[src/verilog/scsi_io_pkg.sv]
// Shared constants and types for the SCSI I/O instruction sequencer
package scsi_io_pkg;

  // Timing
  localparam int unsigned CLK_PERIOD_PS = 8000;
  localparam int unsigned BUS_FREE_NS = 400;
  localparam int unsigned BUS_FREE_CYC_INT = (BUS_FREE_NS * 1000 + CLK_PERIOD_PS - 1) / CLK_PERIOD_PS;
  localparam logic [6:0] BUS_FREE_CYC = BUS_FREE_CYC_INT[6:0];

  // Register byte offsets
  localparam logic [7:0] ADDR_CMD = 8'h00;
  localparam logic [7:0] ADDR_NEXT = 8'h04;
  localparam logic [7:0] ADDR_DSB = 8'h08;
  localparam logic [7:0] ADDR_DSP = 8'h0C;
  localparam logic [7:0] ADDR_OWNID = 8'h10;
  localparam logic [7:0] ADDR_CTRL0 = 8'h14;
  localparam logic [7:0] ADDR_CTRL3 = 8'h18;
  localparam logic [7:0] ADDR_SYNC_TRANSFER_REGISTER = 8'h1C;
  localparam logic [7:0] ADDR_OCL = 8'h20;
  localparam logic [7:0] ADDR_INTERRUPT_STATUS_REGISTER = 8'h24;

  // Instruction fields
  localparam int OPC_HI = 29;
  localparam int OPC_LO = 27;
  localparam int REL_BIT = 26;
  localparam int TBL_BIT = 25;
  localparam int SELATN_BIT = 24;
  localparam int ID_HI = 18;
  localparam int ID_LO = 16;
  localparam int CARRY_BIT = 10;
  localparam int TGT_BIT = 9;
  localparam int ACK_BIT = 6;
  localparam int ATN_BIT = 3;
  localparam int OFS_HI = 23;

  // Control register zero target bit, status bits
  localparam int CTRL0_TGT = 0;
  localparam int ST_SIGNAL_PROCESS_BIT = 0;
  localparam int ST_BUSY = 1;
  localparam int ST_ILLEGAL = 2;
  localparam int ST_CARRY = 3;

  // Reset values
  localparam logic [31:0] RST_WORD = 32'h0000_0000;
  localparam logic [7:0] RST_BYTE = 8'h00;
  localparam logic [2:0] RST_ID = 3'h0;

  typedef enum logic [2:0] {
    OP_SEL = 3'h0,
    OP_DISC = 3'h1,
    OP_WAIT = 3'h2,
    OP_SET = 3'h3,
    OP_CLR = 3'h4
  } opcode_t;

  typedef enum logic [2:0] {
    ST_IDLE = 3'b000,
    ST_DECODE = 3'b001,
    ST_TABLE = 3'b011,
    ST_RUN = 3'b010,
    ST_DONE = 3'b110
  } seq_state_t;

  typedef struct packed {
    logic arb_won;
    logic selected;
    logic reselected;
    logic busy_line;
    logic sel_line;
    logic disc_msg;
    logic sel_done;
  } scsi_in_t;

  typedef struct packed {
    logic arb_req;
    logic [2:0] arb_id;
    logic sel_start;
    logic [2:0] sel_id;
    logic attention_line;
    logic acknowledge_line;
    logic release_bus;
  } scsi_out_t;

endpackage : scsi_io_pkg

[src/verilog/scsi_io_instruction_sequencer.sv]
// I/O class instruction decoder and sequencer with APB register access
//
// Design decisions made here: the register addresses and the APB interface to the registers.
`timescale 1ns/10ps
`default_nettype none

module scsi_io_instruction_sequencer
  import scsi_io_pkg::*;
(
  // Clock and reset
  input wire logic i_clk,
  input wire logic i_nrst,
  // APB slave
  input wire logic i_psel,
  input wire logic i_penable,
  input wire logic i_pwrite,
  input wire logic [7:0] i_paddr,
  input wire logic [31:0] i_pwdata,
  output logic [31:0] o_prdata,
  output logic o_pready,
  output logic o_pslverr,
  // Script fetch engine
  output logic o_fetch_req,
  output logic [31:0] o_fetch_addr,
  output logic o_rw_start,
  output logic [31:0] o_rw_instr,
  // Table entry read port
  output logic o_mem_req,
  output logic [31:0] o_mem_addr,
  input wire logic i_mem_ack,
  input wire logic [31:0] i_mem_data,
  // SCSI bus sequencing
  input wire scsi_in_t i_scsi,
  output scsi_out_t o_scsi,
  output logic o_carry
);

  function automatic logic [31:0] sext24(input logic [31:0] v);
    sext24 = {{8{v[OFS_HI]}}, v[OFS_HI:0]};
  endfunction : sext24

  seq_state_t state;
  logic [31:0] cmd;
  logic [31:0] next_address_register;
  logic [31:0] data_structure_base;
  logic [31:0] script_pointer;
  logic [2:0] own_id_register;
  logic [7:0] control_register_zero;
  logic [7:0] control_register_three;
  logic [7:0] sync_transfer_register;
  logic [7:0] output_control_latch;
  logic signal_process_bit;
  logic illegal;
  logic [2:0] dest_id;
  logic go_alt;
  logic msg_seen;
  logic [6:0] free_cnt;
  logic atn_hold;

  logic apb_acc;
  logic wr_en;
  logic [2:0] opc;
  logic tgt_role;
  logic is_io;
  logic bad_atn;
  logic do_set;
  logic do_clr;
  logic bus_free_done;
  logic sel_evt;
  logic resel_evt;
  logic finish_seq;
  logic finish_alt;
  logic release_now;
  logic arb_win_now;
  logic [31:0] alt_target;
  logic [31:0] rd_mux;
  logic addr_ok;

  assign apb_acc = i_psel & i_penable & o_pready;
  assign wr_en = apb_acc & i_pwrite;
  assign opc = cmd[OPC_HI:OPC_LO];
  assign tgt_role = control_register_zero[CTRL0_TGT];
  assign is_io = (opc <= OP_CLR);
  assign bad_atn = cmd[SELATN_BIT] & ~((opc == OP_SEL) & ~tgt_role);
  assign do_set = (state == ST_DECODE) & (opc == OP_SET) & ~bad_atn;
  assign do_clr = (state == ST_DECODE) & (opc == OP_CLR) & ~bad_atn;
  assign sel_evt = i_scsi.selected;
  assign resel_evt = i_scsi.reselected;
  assign bus_free_done = (free_cnt >= BUS_FREE_CYC);
  assign arb_win_now = (state == ST_RUN) & (opc == OP_SEL) & i_scsi.arb_won
                       & ~sel_evt & ~resel_evt;
  assign release_now = (state == ST_RUN) & (opc == OP_DISC) & tgt_role;
  assign alt_target = cmd[REL_BIT] ? script_pointer + sext24(next_address_register)
                                   : next_address_register;

  // Completion conditions per instruction while running
  always_comb begin
    finish_seq = 1'b0;
    finish_alt = 1'b0;
    if (state == ST_RUN) begin
      case (opc)
        OP_SEL: begin
          if (sel_evt | resel_evt) begin
            finish_alt = 1'b1;
          end else if (i_scsi.arb_won) begin
            finish_seq = 1'b1;
          end
        end
        OP_DISC: begin
          if (tgt_role | (msg_seen & bus_free_done)) begin
            finish_seq = 1'b1;
          end
        end
        OP_WAIT: begin
          if (signal_process_bit) begin
            finish_alt = 1'b1;
          end else if (tgt_role) begin
            finish_seq = sel_evt;
            finish_alt = resel_evt & ~sel_evt;
          end else begin
            finish_alt = sel_evt;
            finish_seq = resel_evt & ~sel_evt;
          end
        end
        default: begin
          finish_seq = 1'b1;
        end
      endcase
    end
  end

  // Sequencer state
  always_ff @(posedge i_clk or negedge i_nrst) begin
    if (!i_nrst) begin
      state <= ST_IDLE;
      go_alt <= 1'b0;
    end else begin
      case (state)
        ST_IDLE: begin
          if (wr_en && i_paddr == ADDR_CMD) begin
            state <= ST_DECODE;
          end
        end
        ST_DECODE: begin
          go_alt <= 1'b0;
          if (!is_io || bad_atn) begin
            state <= ST_IDLE;
          end else if (cmd[TBL_BIT] && (opc == OP_SEL || opc == OP_WAIT)) begin
            state <= ST_TABLE;
          end else if (opc == OP_SET || opc == OP_CLR) begin
            state <= ST_DONE;
          end else begin
            state <= ST_RUN;
          end
        end
        ST_TABLE: begin
          if (i_mem_ack) begin
            state <= ST_RUN;
          end
        end
        ST_RUN: begin
          if (finish_alt) begin
            go_alt <= 1'b1;
            state <= ST_DONE;
          end else if (finish_seq) begin
            state <= ST_DONE;
          end
        end
        ST_DONE: begin
          state <= ST_IDLE;
        end
        default: begin
          state <= ST_IDLE;
        end
      endcase
    end
  end

  // Fetch engine hand-off
  always_ff @(posedge i_clk or negedge i_nrst) begin
    if (!i_nrst) begin
      o_fetch_req <= 1'b0;
      o_fetch_addr <= RST_WORD;
      o_rw_start <= 1'b0;
      o_rw_instr <= RST_WORD;
    end else begin
      o_fetch_req <= (state == ST_DONE);
      if (state == ST_DONE) begin
        o_fetch_addr <= go_alt ? alt_target : script_pointer;
      end
      o_rw_start <= (state == ST_DECODE) & ~is_io;
      if (state == ST_DECODE && !is_io) begin
        o_rw_instr <= cmd;
      end
    end
  end

  // Table entry address: base plus signed offset
  always_ff @(posedge i_clk or negedge i_nrst) begin
    if (!i_nrst) begin
      o_mem_req <= 1'b0;
      o_mem_addr <= RST_WORD;
    end else begin
      if (state == ST_DECODE) begin
        o_mem_addr <= data_structure_base + sext24(cmd);
      end
      o_mem_req <= (state == ST_DECODE && is_io && !bad_atn && cmd[TBL_BIT]
                    && (opc == OP_SEL || opc == OP_WAIT))
                   | (o_mem_req & ~i_mem_ack);
    end
  end

  // Destination ID and table-loaded configuration
  always_ff @(posedge i_clk or negedge i_nrst) begin
    if (!i_nrst) begin
      dest_id <= RST_ID;
      control_register_three <= RST_BYTE;
      sync_transfer_register <= RST_BYTE;
    end else begin
      if (state == ST_DECODE) begin
        dest_id <= cmd[ID_HI:ID_LO];
      end
      if (state == ST_TABLE && i_mem_ack) begin
        control_register_three <= i_mem_data[7:0];
        dest_id <= i_mem_data[10:8];
        sync_transfer_register <= i_mem_data[23:16];
      end else if (wr_en && i_paddr == ADDR_CTRL3) begin
        control_register_three <= i_pwdata[7:0];
      end else if (wr_en && i_paddr == ADDR_SYNC_TRANSFER_REGISTER) begin
        sync_transfer_register <= i_pwdata[7:0];
      end
    end
  end

  // Software-loaded instruction and pointer registers
  always_ff @(posedge i_clk or negedge i_nrst) begin
    if (!i_nrst) begin
      cmd <= RST_WORD;
      next_address_register <= RST_WORD;
      data_structure_base <= RST_WORD;
      script_pointer <= RST_WORD;
      own_id_register <= RST_ID;
    end else if (wr_en) begin
      case (i_paddr)
        ADDR_CMD: begin
          if (state == ST_IDLE) begin
            cmd <= i_pwdata;
          end
        end
        ADDR_NEXT: next_address_register <= i_pwdata;
        ADDR_DSB: data_structure_base <= i_pwdata;
        ADDR_DSP: script_pointer <= i_pwdata;
        ADDR_OWNID: own_id_register <= i_pwdata[2:0];
        default: begin
        end
      endcase
    end
  end

  // Latches touched by set and clear
  always_ff @(posedge i_clk or negedge i_nrst) begin
    if (!i_nrst) begin
      output_control_latch <= RST_BYTE;
      control_register_zero <= RST_BYTE;
      o_carry <= 1'b0;
    end else begin
      if (do_set) begin
        // Ack bit 6, atn bit 3
        if (cmd[ACK_BIT]) output_control_latch[ACK_BIT] <= 1'b1;
        if (cmd[ATN_BIT]) output_control_latch[ATN_BIT] <= 1'b1;
        if (cmd[TGT_BIT]) control_register_zero[CTRL0_TGT] <= 1'b1;
        if (cmd[CARRY_BIT]) o_carry <= 1'b1;
      end else if (do_clr) begin
        if (cmd[ACK_BIT]) output_control_latch[ACK_BIT] <= 1'b0;
        if (cmd[ATN_BIT]) output_control_latch[ATN_BIT] <= 1'b0;
        if (cmd[TGT_BIT]) control_register_zero[CTRL0_TGT] <= 1'b0;
        if (cmd[CARRY_BIT]) o_carry <= 1'b0;
      end else if (release_now) begin
        output_control_latch <= RST_BYTE;
      end else if (wr_en && i_paddr == ADDR_OCL) begin
        output_control_latch <= i_pwdata[7:0];
      end else if (wr_en && i_paddr == ADDR_CTRL0) begin
        control_register_zero <= i_pwdata[7:0];
      end
    end
  end

  // Wait-disconnect message flag and bus-free timer
  always_ff @(posedge i_clk or negedge i_nrst) begin
    if (!i_nrst) begin
      msg_seen <= 1'b0;
      free_cnt <= 7'h00;
    end else begin
      if (state != ST_RUN) begin
        msg_seen <= 1'b0;
      end else if (i_scsi.disc_msg) begin
        msg_seen <= 1'b1;
      end
      // Bus free for the full delay
      if (!msg_seen || i_scsi.busy_line || i_scsi.sel_line) begin
        free_cnt <= 7'h00;
      end else if (!bus_free_done) begin
        free_cnt <= free_cnt + 7'h01;
      end
    end
  end

  // Status: signal process, illegal instruction
  always_ff @(posedge i_clk or negedge i_nrst) begin
    if (!i_nrst) begin
      signal_process_bit <= 1'b0;
      illegal <= 1'b0;
    end else begin
      if (wr_en && i_paddr == ADDR_INTERRUPT_STATUS_REGISTER && i_pwdata[ST_SIGNAL_PROCESS_BIT]) begin
        signal_process_bit <= 1'b1;
      end else if (state == ST_RUN && opc == OP_WAIT && signal_process_bit) begin
        signal_process_bit <= 1'b0;
      end
      // Illegal flag, set wins over clear
      if (state == ST_DECODE && is_io && bad_atn) begin
        illegal <= 1'b1;
      end else if (wr_en && i_paddr == ADDR_INTERRUPT_STATUS_REGISTER && i_pwdata[ST_ILLEGAL]) begin
        illegal <= 1'b0;
      end
    end
  end

  // SCSI bus request outputs
  always_ff @(posedge i_clk or negedge i_nrst) begin
    if (!i_nrst) begin
      o_scsi <= '0;
      atn_hold <= 1'b0;
    end else begin
      if (arb_win_now && cmd[SELATN_BIT]) begin
        atn_hold <= 1'b1;
      end else if (i_scsi.sel_done || release_now) begin
        atn_hold <= 1'b0;
      end
      // Hold request until won, selected or reselected, losses ignored
      o_scsi.arb_req <= (state == ST_RUN) & (opc == OP_SEL) & ~finish_seq & ~finish_alt;
      o_scsi.arb_id <= own_id_register;
      o_scsi.sel_start <= arb_win_now;
      o_scsi.sel_id <= dest_id;
      // Initiator signals only in initiator role
      o_scsi.attention_line <= ~release_now
                               & (atn_hold | (arb_win_now & cmd[SELATN_BIT])
                                  | (output_control_latch[ATN_BIT] & ~tgt_role));
      o_scsi.acknowledge_line <= ~release_now
                                 & output_control_latch[ACK_BIT] & ~tgt_role;
      o_scsi.release_bus <= release_now;
    end
  end

  // APB read mux
  always_comb begin
    rd_mux = RST_WORD;
    addr_ok = 1'b1;
    case (i_paddr)
      ADDR_CMD: rd_mux = cmd;
      ADDR_NEXT: rd_mux = next_address_register;
      ADDR_DSB: rd_mux = data_structure_base;
      ADDR_DSP: rd_mux = script_pointer;
      ADDR_OWNID: rd_mux = {29'h0000_0000, own_id_register};
      ADDR_CTRL0: rd_mux = {24'h00_0000, control_register_zero};
      ADDR_CTRL3: rd_mux = {24'h00_0000, control_register_three};
      ADDR_SYNC_TRANSFER_REGISTER: rd_mux = {24'h00_0000, sync_transfer_register};
      ADDR_OCL: rd_mux = {24'h00_0000, output_control_latch};
      ADDR_INTERRUPT_STATUS_REGISTER: rd_mux = {28'h000_0000, o_carry, illegal, (state != ST_IDLE),
                            signal_process_bit};
      default: addr_ok = 1'b0;
    endcase
  end

  // APB answer: one wait state, error on unmapped address
  always_ff @(posedge i_clk or negedge i_nrst) begin
    if (!i_nrst) begin
      o_pready <= 1'b0;
      o_prdata <= RST_WORD;
      o_pslverr <= 1'b0;
    end else begin
      o_pready <= i_psel & i_penable & ~o_pready;
      if (i_psel && i_penable && !o_pready) begin
        o_prdata <= i_pwrite ? RST_WORD : rd_mux;
        o_pslverr <= ~addr_ok;
      end else begin
        o_pslverr <= 1'b0;
      end
    end
  end

endmodule : scsi_io_instruction_sequencer

`default_nettype wire

[config.mk]
export PLATFORM = sky130hd
export DESIGN_NAME = scsi_io_instruction_sequencer
export DESIGN_NICKNAME = d
export VERILOG_FILES = /design/src/verilog/scsi_io_pkg.sv /design/src/verilog/scsi_io_instruction_sequencer.sv
export SDC_FILE = /design/constraint.sdc
export NUM_CORES = 1
export LEC_CHECK = 0
export BUFFER_PORTS_ARGS = -buffer_cell sky130_fd_sc_hd__buf_2
export CAP_MARGIN = 20
export CORE_ASPECT_RATIO = 1.2
export CORE_MARGIN = 5
export CORE_UTILIZATION = 50
export CTS_BUF_LIST = sky130_fd_sc_hd__clkbuf_4 sky130_fd_sc_hd__clkbuf_8
export DETAILED_ROUTE_END_ITERATION = 10
export GPL_TIMING_DRIVEN = 1
export PLACE_DENSITY = 0.71
export SLEW_MARGIN = 10
export SYNTH_ARGS = -nofsm -noshare
export SYNTH_HDL_FRONTEND = slang
export SYNTH_SLANG_ARGS = --single-unit
[constraint.sdc]
create_clock -name i_clk -period 5.2 [get_ports i_clk]
set_input_delay 0.52 -clock i_clk [delete_from_list [all_inputs] [get_ports i_clk]]
set_output_delay 0.52 -clock i_clk [all_outputs]
set_load 0.05 [all_outputs]
==> results of run 1 <==
worst register-to-register path: stages, from the launching register on:
cell and delay, ps:
dfrtp_1 490, ha_1 210, inv_1 50, fa_1 400, nand2b_1 180, a21oi_1 160, o21ai_1 150, a211oi_1 510
o31ai_1 180, o21ai_0 460, a21oi_1 190, nor4b_1 320, a211o_1 150
flip-flops by register name (all words and copies together) (netlist names), 11 cells and up:
signal / count
cmd: 32
data_structure_base: 32
next_address_register: 32
o_fetch_addr: 32
o_mem_addr: 32
o_prdata: 32
o_rw_instr: 32
script_pointer: 32
o_scsi: 11
stage by stage:
step	std cells	setup slack, ps	util (%)	power [mW]
finish	2333	1705	57.95	6.434
global route	2333	1510	57.95	6.706
CTS	2330	1775	57.92	6.476
detailed placement	2243	1456	54.75	4.192
global placement	2243	1603	54.75	4.167
floorplan	1644	2339	-	3.752
logic make-up (layout without fill, tap and decap cells):
logic type                 Yosys count  count (layout)  synth area share (%)
other                                0               2                     0
xor gates and xnor gates            60              60                 3.068
buffers and inverters              121             352                 2.688
DFF                                326             326                 47.62
adders and majority gates           66              66                 4.908
and+or+nand+nor                    428             428                 11.53
muxes                              215             215                 13.79
AOI/OAI and AO/OA                  428             428                 16.40
how the worst min path moves through the flow:
| stage | depth (start not counted) | to | from | slack [ps] |
|---|---|---|---|---|
| after floorplan | 0 | atn_hold$_DFFE_PN0P_ | i_nrst | 220 |
| after global placement | 0 | o_scsi[3]$_DFF_PN0_ | dest_id[0]$_DFFE_PN0P_ | 360 |
| after detailed placement | 0 | o_scsi[5]$_DFF_PN0_ | dest_id[2]$_DFFE_PN0P_ | 360 |
| after CTS | 1 | next_address_register[1]$_DFFE_PN0P_ | i_nrst | 40 |
| after global routing | 1 | o_mem_addr[3]$_DFFE_PN0P_ | i_nrst | 60 |
| final | 1 | o_mem_addr[3]$_DFFE_PN0P_ | i_nrst | -30 |
cells in the mapped netlist, types with 3 or more instances:
master / number / area, um^2
nor4b_1: 3 / 26.28
a211oi_1: 6 / 45.04
and2_1: 7 / 43.79
xor2_1: 28 / 245.2
a222oi_1: 24 / 240.2
mux2i_1: 47 / 470.5
a31oi_1: 10 / 62.56
o21a_1: 6 / 45.04
a221o_1: 6 / 60.06
or3_1: 15 / 93.84
nand3_1: 37 / 185.2
a31o_2: 3 / 26.28
nand3b_1: 9 / 67.56
a311oi_1: 4 / 35.03
o211ai_1: 11 / 82.58
nand2b_1: 19 / 118.9
o31ai_1: 6 / 45.04
nor4_1: 5 / 31.28
a22oi_1: 26 / 195.2
a21oi_1: 98 / 490.5
inv_1: 28 / 105.1
nor2_1: 62 / 232.7
nand2_1: 212 / 795.8
clkbuf_1: 73 / 274.0
xnor2_1: 32 / 280.3
o21bai_1: 7 / 52.55
buf_1: 17 / 63.81
nor3b_1: 3 / 22.52
nor3_1: 12 / 60.06
mux2_2: 168 / 1892
o21ai_0: 135 / 675.7
ha_1: 64 / 800.8
and3_1: 13 / 81.33
nand4_1: 12 / 75.07
nor2b_1: 5 / 31.28
o22ai_1: 5 / 31.28
dfrtp_1: 326 / 8158
a22o_1: 25 / 219.0
a21o_1: 28 / 210.2
a221oi_1: 6 / 52.55
or2_2: 3 / 18.77
metal layers:
metal / track usage, % / share of wire (%) / vias up
met5: 0 / 0.039 / -
met4: 13.93 / 5.7 / 2
met3: 3.860 / 6.1 / 143
met2: 43.78 / 48 / 514
met1: 33.37 / 40 / 6783
li1: - / - / 6402
final cells by class:
cell class | count | area share (%)
multi-input cells | 1197 | 43.31
well taps | 456 | 2.897
flip-flops and latches | 326 | 41.43
repair buffers | 237 | 6.341
diodes | 2 | 0.02541
clock inverters | 7 | 0.3177
inverters | 28 | 0.5337
clock buffers | 80 | 5.146
cell usage in the layout (no fill, tap or decap), drive strengths merged, types with 32 or more instances in the layout:
cell type  instances
o21ai            138
dfrtp            326
xnor2             32
clkbuf            81
nand3             37
buf              236
mux2             168
ha                64
nor2              62
mux2i             47
nand2            212
a21oi             98
power breakdown:
part / internal, mW / switching, mW / total (mW)
Sequential: 2.74 / 0.175 / 2.91
Clock: 1.28 / 1.00 / 2.28
Combinational: 0.300 / 0.940 / 1.24
Total: 4.31 / 2.12 / 6.43
==> impl_metrics.py, run 1 <==
metrics = {
    "status": {
        "status": "finished with violations",
        "violations": "hold timing",
    },
    "sta": {
        "setup_viol": 0,
        "hold_violations": 5,
        "whs_ps": -32.12,
        "final_max_slew_viol_count": 0,
        "worstMarginPinSlew_ps": 1009,
        "min_period_ps": 3495,
        "timing.fmax_mhz": 286.1,
        "relSlewSlack_pct": 32.71,
        "setup_tns_ps": 0,
        "rsz0062_at_grt": "no",
        "fin_crit_sh_pct": 67.21,
        "fin_skew_ps": 23.68,
    },
    "floorplanning": {
        "core-area_mm2": 0.03398,
        "ioPinCount": 230,
        "chipHeight_um": 212.8,
        "dieArea_mm2": 0.03808,
        "initial_core_util_pct": 50.42,
        "rows": 74,
        "chipWidth_um": 179.0,
    },
    "finish": {
        "syn2layout_area_growth_pct": 14.95,
        "layout-drive-gt1-share_pct": 27.47,
        "multiInputGateArea_mm2": 0.008529,
        "final_area_mm2": 0.01969,
        "seq_area_mm2": 0.008158,
        "num-nets-final": 1992,
        "fillers": 2970,
    },
    "critical_path": {
        "path_class": "register to register",
        "crit_slowest_cell": "a211oi_1",
        "crit_family": "compound AO/OA/AOI/OAI gates",
        "endpoint": "o_mem_addr[28]$_DFFE_PN0P_",
        "path_buf_inv": 1,
        "crit_path_max_incr_delay_ps": 510,
        "r2r_start": "cmd[0]$_DFFE_PN0P_",
        "cp-end-kind": "register",
        "cp_cell_sequence": "ha_1 -> inv_1 -> fa_1 -> nand2b_1 -> a21oi_1 -> o21ai_1 -> a211oi_1 -> o31ai_1 -> o21ai_0 -> a21oi_1 -> nor4b_1 -> a211o_1",
        "r2r_slack_ps": 1710,
        "start_kind": "register",
        "required_ps": 5730,
        "timing.rr.end": "o_mem_addr[28]$_DFFE_PN0P_",
        "cp_max_fo": 4,
        "crit_arrival_ps": 4030,
        "setup.worst_path.start": "cmd[0]$_DFFE_PN0P_",
        "worstRegToRegCells": 12,
        "crit_path_frequent_cell": "a21oi_1",
        "path_depth": 12,
    },
    "clocking": {
        "cts.clk_slew.worst_paths_ps": 60,
        "post_cts_resize_count": 0,
        "cts.htree.levels": 2,
        "cts_tree": "built",
        "worst_skew_pair.late_latency_ps": 600,
        "postCtsHoldBufs": 0,
        "root_buffer": "clkbuf_8",
        "clk_path_buf_depth": 3,
        "postCtsSetupBuffers": 0,
        "cts_buffers": 51,
        "clock-sinks": 326,
    },
    "synthesis": {
        "synth_edf_count": 0,
        "synth_area_per_cell_um2": 10.42,
        "ys_seq_area_share_pct": 47.62,
        "netlist_instances": 1644,
        "synth_ff_type": "dfrtp_1",
        "yosys_warnings": 0,
        "yosysUniqueCellTypes": 70,
        "ys_ff_latch": 326,
        "async_flop_share_pct": 100.0,
        "syn-num-nets": 1795,
        "synthesis.area_mm2": 0.01713,
    },
    "place": {
        "port_buffers": 216,
        "dp.final_hpwl_um": 36220,
        "routabilityCongestion": 0.9464,
        "dpl_cell_area_mm2": 0.01860,
    },
    "routing": {
        "routed_wl_um": 50760,
        "firstDrtPassIters": 7,
        "drt-initial-drc-count": 1251,
        "ant_nets": 0,
        "drcViolationCount": 0,
        "vias": 13844,
        "vias_per_cell": 5.934,
        "post_drt_wl_per_cell_um": 21.76,
    },
    "power_and_ir_drop": {
        "vdd_drop_max_mv": 0.2163,
        "leakage_nw": 10.08,
        "power_density_mw_per_mm2": 326.7,
    },
    "grt": {
        "grt_max_degree": 126,
        "globalRouteTotalUtil_pct": 26.35,
        "antenna_found_initial": 3,
        "grt_pass1_wl_um": 78660,
        "overflow": 0,
        "grt_pass1_vias": 14205,
    },
    "worst_hold_path": {
        "hp-class": "input pin to asynchronous set/reset pin",
    },
    "job": {
        "maxCapViolCount": 0,
    },
}
(Power assumes the default switching activity.)
==> run 2: changes to the inputs <==
- PLACE_DENSITY: 0.71 -> 0.74
- clock period: 5.2 -> 2.85 ns (I/O delays scaled with it)
==> run 2 against run 1 <==
Compared with the run above: the run now ends clean; largest power group unchanged; non-clock buffer count is 160 higher; critical path type unchanged; clock skew is 4.6 ps higher; cell count is 7.0% higher; first-iteration DRC count is 5.4% higher; register-to-register slack worse by 1700 ps.
==> impl_metrics.py, run 2 (same netlist as run 1, synthesis figures left out) <==
metrics = {
    "critical_path": {
        "crit_family": "compound AO/OA/AOI/OAI gates",
        "crit_slowest_cell": "dfrtp_1",
        "cp-end-kind": "register",
        "cp_cell_sequence": "ha_4 -> a2111oi_4 -> o21ai_1 -> and3_1 -> a211o_4 -> a311oi_1 -> o21bai_1 -> xor2_1 -> mux2_2 -> a221o_1",
        "path_class": "register to register",
        "path_buf_inv": 0,
        "r2r_slack_ps": 50,
        "crit_arrival_ps": 3300,
        "start_kind": "register",
        "cp_max_fo": 5,
        "crit_path_max_incr_delay_ps": 410,
        "required_ps": 3350,
    },
    "routing": {
        "ant_nets": 0,
        "vias": 14661,
        "vias_per_cell": 5.871,
        "routed_wl_um": 53100,
        "drt-initial-drc-count": 1319,
        "firstDrtPassIters": 7,
        "drcViolationCount": 0,
        "post_drt_wl_per_cell_um": 21.27,
    },
    "sta": {
        "fin_crit_sh_pct": 98.26,
        "final_max_slew_viol_count": 0,
        "hold_violations": 0,
        "timing.fmax_mhz": 357.1,
        "setup_viol": 0,
        "worstMarginPinSlew_ps": 878.2,
        "setup_slack_ps": 49.57,
        "fin_skew_ps": 28.30,
        "rsz0062_at_grt": "yes",
        "min_period_ps": 2800,
        "setup_tns_ps": 0,
        "relSlewSlack_pct": 41.45,
    },
    "grt": {
        "globalRouteTotalUtil_pct": 27.78,
        "grt_pass1_vias": 15163,
        "grt_pass1_wl_um": 83250,
        "overflow": 0,
        "antenna_found_initial": 0,
        "grt_max_degree": 80,
    },
    "finish": {
        "seq_area_mm2": 0.008158,
        "layout_common_cells": "326 x dfrtp_1, 215 x buf_2, 211 x nand2_1",
        "fin_util_pct": 62.77,
        "layout-drive-gt1-share_pct": 32.09,
        "multiInputGateArea_mm2": 0.008682,
        "syn2layout_area_growth_pct": 24.50,
        "final_common_cell": "dfrtp_1",
        "fillers": 2790,
        "antenna_cells_inserted": 0,
        "num-nets-final": 2154,
    },
    "clocking": {
        "cts.htree.levels": 2,
        "cts_tree": "built",
        "clk_path_buf_depth": 3,
        "worst_skew_pair.late_latency_ps": 610,
        "cts_buffers": 53,
        "cts.clk_slew.worst_paths_ps": 70,
        "clock-sinks": 326,
        "root_buffer": "clkbuf_8",
    },
    "power_and_ir_drop": {
        "power.total_mw": 12.17,
        "leakage_nw": 10.95,
        "power_density_mw_per_mm2": 570.7,
        "vdd_drop_max_mv": 0.4174,
    },
    "floorplanning": {
        "chipWidth_um": 179.0,
        "initial_core_util_pct": 50.42,
        "dieArea_mm2": 0.03808,
        "chipHeight_um": 212.8,
        "ioPinCount": 230,
        "core-area_mm2": 0.03398,
        "rows": 74,
    },
    "place": {
        "port_buffers": 216,
        "place_ws_ps": -46.51,
        "dp.final_hpwl_um": 38130,
        "routabilityCongestion": 0.9164,
    },
    "job": {
        "maxCapViolCount": 0,
    },
    "worst_hold_path": {
        "hp-class": "input pin to register",
    },
    "status": {
        "status": "complete, no violations",
    },
}
[run 2: changes by cell type in the layout (fill, tap and decap cells not counted), sizes merged]
| cell | change |
|---|---|
| buf | +112 |
| dlygate4sd3 | +49 |
| diode | -2 |
| clkinv | +3 |
| bufinv | +2 |
| clkbuf | -1 |
| clkinvlp | +1 |
[run 2: cell type report]
cell class              count  share of cell area (%)
clock buffers              80                   4.840
clock inverters            13                  0.6805
inverters                  28                  0.4928
multi-input cells        1197                   40.71
flip-flops and latches    326                   38.25
well taps                 456                   2.675
repair buffers            397                   12.35
[run 2: where the power goes]
part	switching, mW	internal [mW]	leakage [nW]
clock	1.92	2.58	0.621
combinational	1.74	0.620	5.86
sequential	0.325	4.99	4.46
total	3.98	8.19	10.9
[run 2: worst min-delay path, stage by stage]
cell     delay (ps)
buf_2           100
nor2_1           40
nand2_1          90
nor3_1           70
[run 2: metal layers]
metal / GRT usage (%) / wire [um] / part of all wire (%)
met1: 35.06 / 21030 / 40
met2: 47.23 / 26340 / 50
met3: 4.055 / 3185 / 6.0
met4: 12.76 / 2543 / 4.8
met5: 0 / 0 / 0
[run 2: per-stage QoR]
stage                     std cells  hold WS [ps]  cell area [um^2]
after floorplan                1644        -10.59             17140
after global placement         2352         291.5             19500
after detailed placement       2353         300.1             19510
after CTS                      2495         3.601             21190
after global routing           2497         29.32             21330
final                          2497         34.31             21330
[run 2: worst paths after layout]
| path | start | end | cells after the start |
|---|---|---|---|
| max | next_address_register[6]$_DFFE_PN0P_ | o_fetch_addr[17]$_DFFE_PN0P_ | 10 |
| min | i_scsi[4] | o_scsi[6]$_DFF_PN0_ | 4 |
| max reg2reg | next_address_register[6]$_DFFE_PN0P_ | o_fetch_addr[17]$_DFFE_PN0P_ | 10 |
| min reg2reg | dest_id[1]$_DFFE_PN0P_ | o_scsi[4]$_DFF_PN0_ | 0 |
| max in group asynchronous | i_nrst | sync_transfer_register[0]$_DFFE_PN0P_ | 3 |
| min in group asynchronous | i_nrst | o_mem_addr[6]$_DFFE_PN0P_ | 2 |
[run 2: repair_timing]
item / 4_1_cts / 5_1_grt
pin swaps: 0 / 14
gates resized for setup: 5 / 26
setup endpoints to repair: 7 / 22
endpoints found under the hold margin: 184 / 0
setup buffers: 0 / 2
hold buffers: 49 / 0
